<file path="src/rtl/etu_pkg.sv">
// Constants, register map and types for the external trigger unit
// Function
// - Report present comparator level: 0 below threshold, 1 above
// - Hold host-programmable threshold code; full scale corresponds to 3.3 V
// - Scan trigger gates start of scans and mass measurements until condition
// - Preparations proceed after scan command; measurement start withheld until trigger
// - Scan trigger enable: 1 turns gating on, 0 turns it off
// - Scan condition code: 0 low, 1 high, 2 rising, 3 falling
// - Level modes start gated scan while input below or above threshold
// - Edge modes start gated scan on below-above or above-below transition
// - Scan trigger conditions detected with roughly one millisecond resolution
// - Software trigger enable: 1 enables state machine, 0 disables it
// - Software condition uses same encoding as scan condition
// - While armed, move to Fired as soon as condition detected
// - Software level modes fire on level, edge modes on transition
// - Fired query returns 0 not fired, 1 fired
// - Reset command returns machine to Enabled; re-arm needed to fire again
// - State query encodes 0 Off, 1 Enabled, 2 Armed, 3 Fired
// - Software trigger conditions sampled and updated about every millisecond
package etu_pkg;
  // Register byte offsets
  localparam logic [11:0] ETU_OFS_CTRL   = 12'h000;
  localparam logic [11:0] ETU_OFS_THRESH = 12'h004;
  localparam logic [11:0] ETU_OFS_STATUS = 12'h008;
  localparam logic [11:0] ETU_OFS_CMD    = 12'h00C;
  // Control fields
  localparam int ETU_CTRL_SCAN_EN = 0;
  localparam int ETU_CTRL_SCAN_MODE_LSB = 1;
  localparam int ETU_CTRL_SW_EN = 4;
  localparam int ETU_CTRL_SW_MODE_LSB = 5;
  // Command bits (write one to act)
  localparam int ETU_CMD_ARM = 0;
  localparam int ETU_CMD_RESET = 1;
  // Status fields
  localparam int ETU_STAT_LEVEL = 0;
  localparam int ETU_STAT_FIRED = 1;
  localparam int ETU_STAT_STATE_LSB = 2;
  localparam int ETU_STAT_SCAN_WAIT = 4;
  // Threshold code width and reset value (mid scale of 3.3 V range)
  localparam int ETU_THRESH_W = 12;
  localparam logic [11:0] ETU_THRESH_RST = 12'h800;
  localparam logic [11:0] ETU_THRESH_FULL_MV = 12'hCE4; // 3300 mV
  // Sampling period
  localparam int ETU_CLK_MHZ = 250;
  localparam int ETU_SAMPLE_US = 1000;
  localparam int ETU_SAMPLE_CYC = ETU_SAMPLE_US * ETU_CLK_MHZ;
  // Trigger conditions
  typedef enum logic [1:0] {
    ETU_LVL_LOW  = 2'h0,
    ETU_LVL_HIGH = 2'h1,
    ETU_RISING   = 2'h2,
    ETU_FALLING  = 2'h3
  } etu_mode_t;
  // Software trigger states, query codes 0..3
  typedef enum logic [1:0] {
    ETU_OFF,
    ETU_ENABLED,
    ETU_ARMED,
    ETU_FIRED
  } etu_state_t;
endpackage

</file>
<file path="src/rtl/etu_trigger.sv">
// External trigger unit: comparator sampling, scan gate, software trigger, APB slave
`timescale 1ns/10ps
module etu_trigger #(
  parameter int SAMPLE_CYC = etu_pkg::ETU_SAMPLE_CYC
) (
  // Clock and reset
  input  wire logic        ref_clk,
  input  wire logic        rst,
  // APB slave
  input  wire logic        psel,
  input  wire logic        penable,
  input  wire logic        pwrite,
  input  wire logic [11:0] paddr,
  input  wire logic [31:0] pwdata,
  output logic [31:0]      prdata,
  output logic             pready,
  output logic             pslverr,
  // Comparator result from the trigger pin, high when above threshold
  input  wire logic        cmpAbove,
  // Threshold code to the comparator DAC
  output logic [etu_pkg::ETU_THRESH_W-1:0] thresholdCode,
  // Scan sequencer handshake
  input  wire logic        scanRequest,
  output logic             scanWaiting,
  output logic             scanStart
);
  import etu_pkg::*;

  logic              scanEn;
  etu_mode_t         scanMode;
  logic              swEn;
  etu_mode_t         swMode;
  etu_state_t        swState;
  logic [31:0]       tickCnt;
  logic              tick;
  logic              sync1;
  logic              sync2;
  logic              levelNow;
  logic              levelPrev;
  logic              samplesValid;
  logic              scanHit;
  logic              swHit;
  logic              wrEn;
  logic              rdEn;
  logic              addrOk;
  logic              armCmd;
  logic              resetCmd;
  logic              next_scanWaiting;

  // Zero-wait slave: every access completes in its first access cycle
  assign pready = 1'b1;
  assign wrEn = psel && penable && pwrite;
  assign rdEn = psel && penable && !pwrite;
  assign addrOk = (paddr == ETU_OFS_CTRL) || (paddr == ETU_OFS_THRESH) ||
                  (paddr == ETU_OFS_STATUS) || (paddr == ETU_OFS_CMD);
  assign pslverr = psel && penable && !addrOk;
  assign armCmd = wrEn && (paddr == ETU_OFS_CMD) && pwdata[ETU_CMD_ARM];
  assign resetCmd = wrEn && (paddr == ETU_OFS_CMD) && pwdata[ETU_CMD_RESET];

  always_ff @(posedge ref_clk) begin
    if (rst) begin
      scanEn <= 1'b0;
      scanMode <= ETU_LVL_LOW;
      swEn <= 1'b0;
      swMode <= ETU_LVL_LOW;
    end else if (wrEn && paddr == ETU_OFS_CTRL) begin
      scanEn <= pwdata[ETU_CTRL_SCAN_EN];
      scanMode <= etu_mode_t'(pwdata[ETU_CTRL_SCAN_MODE_LSB +: 2]);
      swEn <= pwdata[ETU_CTRL_SW_EN];
      swMode <= etu_mode_t'(pwdata[ETU_CTRL_SW_MODE_LSB +: 2]);
    end
  end

  always_ff @(posedge ref_clk) begin
    if (rst) begin
      thresholdCode <= ETU_THRESH_RST;
    end else if (wrEn && paddr == ETU_OFS_THRESH) begin
      thresholdCode <= pwdata[ETU_THRESH_W-1:0];
    end
  end

  // same tick paces the state machine
  always_ff @(posedge ref_clk) begin
    if (rst) begin
      tickCnt <= 32'h0;
      tick <= 1'b0;
    end else if (tickCnt == 32'(SAMPLE_CYC - 1)) begin
      tickCnt <= 32'h0;
      tick <= 1'b1;
    end else begin
      tickCnt <= tickCnt + 32'h1;
      tick <= 1'b0;
    end
  end

  // Two-stage synchroniser; first stage is read only by the second
  always_ff @(posedge ref_clk) begin
    if (rst) begin
      sync1 <= 1'b0;
      sync2 <= 1'b0;
    end else begin
      sync1 <= cmpAbove;
      sync2 <= sync1;
    end
  end

  // sample on ticks, keep previous sample
  always_ff @(posedge ref_clk) begin
    if (rst) begin
      levelNow <= 1'b0;
      levelPrev <= 1'b0;
      samplesValid <= 1'b0;
    end else if (tick) begin
      levelNow <= sync2;
      levelPrev <= levelNow;
      samplesValid <= 1'b1;
    end
  end

  // Condition test shared by both trigger contexts
  function automatic logic etu_cond(input etu_mode_t m, input logic now,
                                    input logic prev, input logic valid);
    logic r;
    r = 1'b0;
    unique case (m)
      ETU_LVL_LOW:  r = !now;
      ETU_LVL_HIGH: r = now;
      ETU_RISING:   r = valid && now && !prev;
      ETU_FALLING:  r = valid && !now && prev;
    endcase
    return r;
  endfunction

  assign scanHit = tick && etu_cond(scanMode, sync2, levelNow, samplesValid);
  assign swHit = tick && etu_cond(swMode, sync2, levelNow, samplesValid);

  always_comb begin
    next_scanWaiting = scanWaiting;
    if (scanRequest) begin
      next_scanWaiting = scanEn;
    end else if (scanWaiting && (scanHit || !scanEn)) begin
      next_scanWaiting = 1'b0;
    end
  end

  always_ff @(posedge ref_clk) begin
    if (rst) begin
      scanWaiting <= 1'b0;
      scanStart <= 1'b0;
    end else begin
      scanWaiting <= next_scanWaiting;
      scanStart <= (scanRequest && !scanEn) ||
                   (!scanRequest && scanWaiting && (scanHit || !scanEn));
    end
  end

  // Software trigger state machine
  always_ff @(posedge ref_clk) begin
    if (rst) begin
      swState <= ETU_OFF;
    end else if (!swEn) begin
      swState <= ETU_OFF;
    end else begin
      unique case (swState)
        ETU_OFF: swState <= ETU_ENABLED;
        ETU_ENABLED: begin
          if (armCmd) begin
            swState <= ETU_ARMED;
          end
        end
        ETU_ARMED: begin
          if (swHit) begin
            swState <= ETU_FIRED;
          end else if (resetCmd) begin
            swState <= ETU_ENABLED;
          end
        end
        ETU_FIRED: begin
          if (resetCmd) begin
            swState <= ETU_ENABLED;
          end
        end
      endcase
    end
  end

  // Read mux, registered in the setup cycle
  always_ff @(posedge ref_clk) begin
    if (rst) begin
      prdata <= 32'h0;
    end else if (psel && !penable && !pwrite) begin
      prdata <= 32'h0;
      unique case (paddr)
        ETU_OFS_CTRL: begin
          prdata[ETU_CTRL_SCAN_EN] <= scanEn;
          prdata[ETU_CTRL_SCAN_MODE_LSB +: 2] <= scanMode;
          prdata[ETU_CTRL_SW_EN] <= swEn;
          prdata[ETU_CTRL_SW_MODE_LSB +: 2] <= swMode;
        end
        ETU_OFS_THRESH: prdata[ETU_THRESH_W-1:0] <= thresholdCode;
        ETU_OFS_STATUS: begin
          prdata[ETU_STAT_LEVEL] <= sync2;
          prdata[ETU_STAT_FIRED] <= (swState == ETU_FIRED);
          prdata[ETU_STAT_STATE_LSB +: 2] <= swState;
          prdata[ETU_STAT_SCAN_WAIT] <= scanWaiting;
        end
        default: prdata <= 32'h0;
      endcase
    end
  end

  // Checks
  property p_disable_off;
    @(posedge ref_clk) disable iff (rst) !swEn |=> swState == ETU_OFF;
  endproperty
  a_disable_off: assert property (p_disable_off) else $error("not off");

  property p_fire;
    @(posedge ref_clk) disable iff (rst)
      swEn && swState == ETU_ARMED && swHit |=> swState == ETU_FIRED;
  endproperty
  a_fire: assert property (p_fire) else $error("armed did not fire");

  property p_reset_cmd;
    @(posedge ref_clk) disable iff (rst)
      swEn && swState == ETU_FIRED && resetCmd |=> swState == ETU_ENABLED;
  endproperty
  a_reset_cmd: assert property (p_reset_cmd) else $error("reset ignored");

  property p_no_arm;
    @(posedge ref_clk) disable iff (rst)
      swState == ETU_OFF |=> swState != ETU_ARMED;
  endproperty
  a_no_arm: assert property (p_no_arm) else $error("armed from off");

  property p_fire_tick;
    @(posedge ref_clk) disable iff (rst)
      swState != ETU_FIRED ##1 swState == ETU_FIRED |-> $past(tick);
  endproperty
  a_fire_tick: assert property (p_fire_tick) else $error("fired off tick");

  property p_gate;
    @(posedge ref_clk) disable iff (rst)
      scanWaiting && !scanHit && scanEn && !scanRequest |=> !scanStart;
  endproperty
  a_gate: assert property (p_gate) else $error("scan not held");

  property p_start;
    @(posedge ref_clk) disable iff (rst)
      scanWaiting && scanHit && !scanRequest |=> scanStart && !scanWaiting;
  endproperty
  a_start: assert property (p_start) else $error("scan not started");

  property p_tick_period;
    @(posedge ref_clk) disable iff (rst) tick |=> !tick;
  endproperty
  a_tick_period: assert property (p_tick_period) else $error("tick too fast");

  // Independent cycle count since the last tick; catches a wrong divider end point
  logic [31:0] tickGap;
  always_ff @(posedge ref_clk) begin
    if (rst) begin
      tickGap <= 32'h0;
    end else if (tick) begin
      tickGap <= 32'h1;
    end else begin
      tickGap <= tickGap + 32'h1;
    end
  end

  property p_tick_gap;
    @(posedge ref_clk) disable iff (rst) tick |-> tickGap == 32'(SAMPLE_CYC);
  endproperty
  a_tick_gap: assert property (p_tick_gap) else $error("tick period wrong");

  property p_rising;
    @(posedge ref_clk) disable iff (rst)
      scanMode == ETU_RISING && scanHit |-> sync2 && !levelNow;
  endproperty
  a_rising: assert property (p_rising) else $error("bad rising");

  c_fire: cover property (@(posedge ref_clk) swState == ETU_ARMED ##1 swState == ETU_FIRED);
  c_rearm: cover property (@(posedge ref_clk) swState == ETU_FIRED ##1 swState == ETU_ENABLED);
  c_scan: cover property (@(posedge ref_clk) scanWaiting ##1 scanStart);
  c_release: cover property (@(posedge ref_clk) scanWaiting && !scanEn ##1 scanStart);
  c_off: cover property (@(posedge ref_clk) swState == ETU_ENABLED && !swEn ##1 swState == ETU_OFF);
endmodule

</file>
<file path="config.mk">
export PLATFORM = sky130hd
export DESIGN_NAME = etu_trigger
export DESIGN_NICKNAME = d
export VERILOG_FILES = /design/src/rtl/etu_pkg.sv /design/src/rtl/etu_trigger.sv
export SDC_FILE = /design/constraint.sdc
export NUM_CORES = 1
export LEC_CHECK = 0
export BUFFER_PORTS_ARGS = -buffer_cell sky130_fd_sc_hd__buf_2
export CELL_PAD_IN_SITES_DETAIL_PLACEMENT = 2
export CELL_PAD_IN_SITES_GLOBAL_PLACEMENT = 2
export CORE_MARGIN = 4
export CORE_UTILIZATION = 30
export CTS_BUF_LIST = sky130_fd_sc_hd__clkbuf_16
export DETAILED_ROUTE_END_ITERATION = 7
export MAX_ROUTING_LAYER = met4
export PLACE_DENSITY_LB_ADDON = 0.2
export SKIP_LAST_GASP = 1
export SLEW_MARGIN = 20
export SYNTH_ARGS = -nofsm -noshare
export SYNTH_HDL_FRONTEND = slang
export SYNTH_SLANG_ARGS = --single-unit
</file>
<file path="constraint.sdc">
create_clock -name ref_clk -period 2.4 [get_ports ref_clk]
set_clock_uncertainty 0.05 [all_clocks]
set_input_delay 0.24 -clock ref_clk [delete_from_list [all_inputs] [get_ports ref_clk]]
set_output_delay 0.24 -clock ref_clk [all_outputs]
set_load 0.01 [all_outputs]
</file>
# --- After elaboration in Yosys (flattened, before gate mapping) ---
# Cells that the tools add are included.
word_totals:
  ff_bits: 71
  latch_bits: 0
  mem_bits_rw: 0
  mem_bits_ro: 0
  in_bits: 51
  output_inout_bits: 48
  word_cells: 84
  mem_count: 0
op_classes:
  n_addsub: 1
  multipliers: 0
  n_div: 0
  order_cmp: 0
  eq_ne: 14
  n_shift: 0
  muxes: 14
  bitwise_logic: 1
  reduce_logical: 39
op_table:
  columns: ["operator", "n"]
  rows:
  - ["$add A32 B1 Y32 const B", 1]
  - ["$eq A32 B18 Y1 const B", 1]
  - ["$eq A12 B4 Y1 const B", 2]
  - ["$logic_and A1 B1 Y1", 20]
  - ["$eq A12 B3 Y1 const B", 1]
  - ["$eq A2 B2 Y1 const B", 6]
  - ["$logic_not A12 Y1", 1]
  - ["$pmux W3 S3", 1]
  - ["$pmux W1 S4", 2]
  - ["$pmux W2 S4", 1]
  - ["$logic_not A1 Y1", 7]
  - ["$eq A2 B1 Y1 const B", 3]
  - ["$logic_not A2 Y1", 3]
  - ["$mux W2", 3]
  - ["$logic_or A1 B1 Y1", 5]
  - ["$mux W5", 1]
  - ["$pmux W2 S2", 1]
  - ["$reduce_or A2 Y1", 2]
  - ["$mux W1", 3]
  - ["$pmux W1 S3", 1]
  - ["$ne A2 B2 Y1 const B", 1]
  - ["$pmux W1 S2", 1]
  - ["$reduce_bool A2 Y1", 1]
  - ["$not A1 Y1", 1]

# --- Longest topological paths before layout ---
depth:
  ltp_word: 9
  mapped_depth: 7
  depth_no_buf: 5

# --- Least setup slack after synthesis ---
# No wires, ideal clock.
synth_timing:
  kind: "register to register"
  from: "register tickCnt[0]"
  to: "register tickCnt[10]"
  setup_time_ps: 117
  arrival_ps: 1547
  t_required_ps: 2233
  path_slack_ps: 686
  path_stages_with_launch: 8
  path_buffers: 2
  period_less_slack_ps: 1714
  cell_sequence: "dfxtp_1 -> ha_1 -> and3_1 -> nand4_1 -> o21bai_1 -> buf_2 -> buf_2 -> nor2_1"
synth_via:
  elab_chain_len: 2
  elab_cells_between_ends: 3
  cone_classes: "add/sub: 1; eq/ne: 1; reduce/logical: 1"
synth_lines:
  columns: ["element", "line", "rtl"]
  rows:
  - ["start, declared", "etu_trigger.sv:34", "logic [31:0] tickCnt;"]
  - ["start signal, assigned", "etu_trigger.sv:91", "tickCnt <= tickCnt + 32'h1;"]
  - ["branches (longest 2 deep; another with $add A32 B1 Y32)", null, null]
# Several ways; the timed one is not identified.
# A chain may end at the register's enable or synchronous reset.

# --- Final worst setup path ---
layout_timing:
  from: "register tickCnt[11]"
  to: "register tickCnt[24]"
# Same word-level chain as after synthesis.

==> flow_summary_export.csv <==
group,metric,value,unit
run_status,status,"finished clean",
synthesis,synthCells,409,
min_path,hold_class,"input pin to flop",
synthesis,ys_types,52,
floorplanning,num_rows,39,
power,vdd_drop_max,0.361,mV
power,leakagePower,1.54,nW
cts,post_cts_resized,0,
placed_design,gp_congestion,0.811,
power,p_int,0.00202,W
cts,clock_path_buffers,2,
worst_setup_path,crit_path_end_kind,"flop",
sta,max_slew.worst_pin.slew,0.701,ns
synthesis,synth_top_area_frac,0.405,
global_route,grtUsageTotal,0.167,
worst_setup_path,slowest_stage,"or4_1",
placed_design,port_buffers,57,
routing,vias,3284,
final_layout,nNetsFinal,515,
cts,cts_tree,"done",
power,p_total,0.00262,W
floorplanning,io_pins,99,
worst_setup_path,arrival,2.13,ns
sta,max_freq,0.522,GHz
worst_setup_path,critPathBufInv,0,
routing,routedWlPerCell,17.6,µm
synthesis,syn_area_per_cell,8.57,µm²
final_layout,antenna_cells_inserted,0,
sta,min_period_over_period,0.798,
floorplanning,fp.dieArea,13500,µm²
synthesis,synth_edf_count,0,
final_layout,nFillCells,1326,
synthesis,yosys.area_share.simple,0.284,
sta,hold_viol,0,
placed_design,hpwl,7770,µm
global_route,grt_pass1_vias,3438,
synthesis,ys_warn_count,0,
power,combPwrFrac,0.051,
cts,cts-root-buf,"clkbuf_16",
synthesis,ys_seq_area_frac,0.405,
sta,final.min_clock_period,1.91,ns
cts,htree_levels,3,
power,p_clk_frac,0.493,
routing,dr.first_iter.drc_count,187,
job,maxCapViolCount,0,
floorplanning,coreArea,11400,µm²
cts,cts_hold_buf,0,
final_layout,layout-drive-gt1-share,0.188,
global_route,antenna_found_initial,0,
synthesis,synth_area,3510,µm²
worst_setup_path,crit_chain,"and3_2 > nand4_4 > or4_1 > a21oi_1",
power,cellPowerDensity,630,nW/µm²
final_layout,area_growth,18.5,%
synthesis,synthAdderAreaFrac,0.00357,
power,power_switching_share,0.230,
sta,rsz0062_at_grt,"false",
floorplanning,die_x,116,µm
cts,clock_sinks,71,
sta,fin_tns_setup,0,ns
sta,fin_hold_ws,0.0704,ns
worst_setup_path,path_class,"flop to flop",
worst_setup_path,crit_path_start_kind,"flop",
routing,finalWirelength,10700,µm
synthesis,yosys-mux-area-fraction,0.0257,
routing,route.detailed.drc,0,
synthesis,synth_top_area_cell,"dfxtp_1",
worst_setup_path,max_stage_delay,0.58,ns
synthesis,synth_top_family_by_area,"simple AND/OR/NAND/NOR gates",
global_route,grt_pass1_wl,17300,µm
routing,drtPass1Iterations,4,
sta,slew_violations,0,
routing,vias_per_cell,5.38,
synthesis,synthXorXnorAreaFrac,0.0275,
sta,setup_viol,0,
worst_setup_path,cp_max_fo,23,
cts,numCtsBuffers,9,
power,power_switching,0.000601,W
synthesis,synth_flop_cell,"dfxtp_1",
cts,postCtsSetupRepairBufs,0,
synthesis,ys_top_cells_by_area,"dfxtp_1 (41%), a21oi_1 (5.6%), buf_4 (4.7%)",
cts,clk_pin_slew,0.06,ns
floorplanning,fp.dieH,116,µm
sta,relSlewSlack,0.531,
floorplanning,start_util,0.307,
synthesis,ys_seq_elements,71,
global_route,grt_overflow,0,
synthesis,synthArstFlopShare,0,
synthesis,synth_compound_area_frac,0.173,
worst_setup_path,crit_family,"simple AND/OR/NAND/NOR gates",
power,sequentialPowerShare,0.455,
routing,antenna_left,0,
worst_setup_path,crit_required,2.61,ns
global_route,grt_max_degree,30,
cts,clock_latency,0.33,ns
-- synthesized netlist by cell type, types with 3 or more instances --
master and count:
nor4b_1 3, nand2b_1 10, inv_1 4, buf_2 5
nand2_1 17, and2_1 3, buf_4 22, nor2_1 29
xor2_1 9, nor4_1 5, nand4b_1 3, a22o_1 6
mux2i_1 9, or3_1 7, a21oi_1 39, nand4_1 14
o31ai_1 10, o21ai_1 3, o21ba_2 3, dfxtp_1 71
a22oi_1 4, o2bb2ai_1 3, or4_1 9, nor2b_1 4
clkbuf_1 12, nand3_1 28, and3_1 7, o21ai_0 24
nor3_1 6, and4_1 10
-- cell families after synthesis --
family                     count (synthesis)
DFF                                       71
xor gates and xnor gates                  11
muxes                                      9
other                                      2
AOI/OAI and AO/OA                        100
and+or+nand+nor                          169
buffers and inverters                     46
adders and majority gates                  1
-- power groups by stage --
| stage | registers [W] | logic (W) | clock network, W |
|---|---|---|---|
| 6_report | 0.00119 | 0.000135 | 0.00129 |
| 5_1_grt | 0.00119 | 0.000151 | 0.00140 |
| 4_1_cts | 0.00119 | 0.000135 | 0.00133 |
| 3_5_place_dp | 0.00122 | 0.000134 | 0 |
| 3_3_place_gp | 0.00122 | 0.000130 | 0 |
| 2_1_floorplan | 0.00122 | 0.0000984 | 0 |
-- cell type report --
cell class                      count  area (µm²)  share of cell area
Multi-Input combinational cell    311        1880               0.453
Sequential cell                    71        1420               0.342
Timing Repair Buffer               66         378              0.0909
Clock buffer                        9         225              0.0542
Tap cell                          143         179              0.0430
Clock inverter                      6        53.8              0.0129
Inverter                            4        15.0             0.00361
-- final timing paths --
check,cells after the start,endpoint,slack [ns],start
max,4,tickCnt[24],0.49,tickCnt[11]
min,2,sync1,0.07,cmpAbove
max reg2reg,4,tickCnt[24],0.49,tickCnt[11]
min reg2reg,1,sync2,0.40,sync1
-- registers in the layout, indices dropped and copies added (netlist names) --
name and count:
scanEn 1, levelNow 1, swEn 1, scanMode 2, swMode 2, sync2 1
samplesValid 1, prdata 12, swState 2, tickCnt 32, scanStart 1, scanWaiting 1
tick 1, thresholdCode 12, sync1 1
-- through the flow --
step                      cells  setup WS [ns]  cell area, µm²   util
final                       610          0.485            4160  0.364
after CTS                   610          0.490            4160  0.364
after detailed placement    595          0.386            3880  0.340
after global placement      595          0.514            3880  0.340
after floorplan             428          0.686            3580      -
after global routing        610          0.369            4160  0.364
-- per-layer routing --
metal,global-route usage,vias up,wire length (µm)
met1,0.215,1652,4980
li1,-,1572,-
met4,0.0719,0,218
met5,-,-,0
met2,0.259,47,5180
met3,0.0285,13,326
-- cell usage in the layout (no fill, tap or decap), drive strengths merged, types with 6 or more instances in the layout --
cell / n
or4: 9
clkbuf: 9
o31ai: 10
dfxtp: 71
and3: 8
nor2: 29
nor4: 7
buf: 66
nand2: 17
and4: 10
xor2: 9
a22o: 6
nor3: 6
or3: 7
mux2i: 9
a21oi: 39
o21ai: 27
nand2b: 10
nand3: 28
conb: 21
nand4: 15
Power figures use the tool's default switching activity.
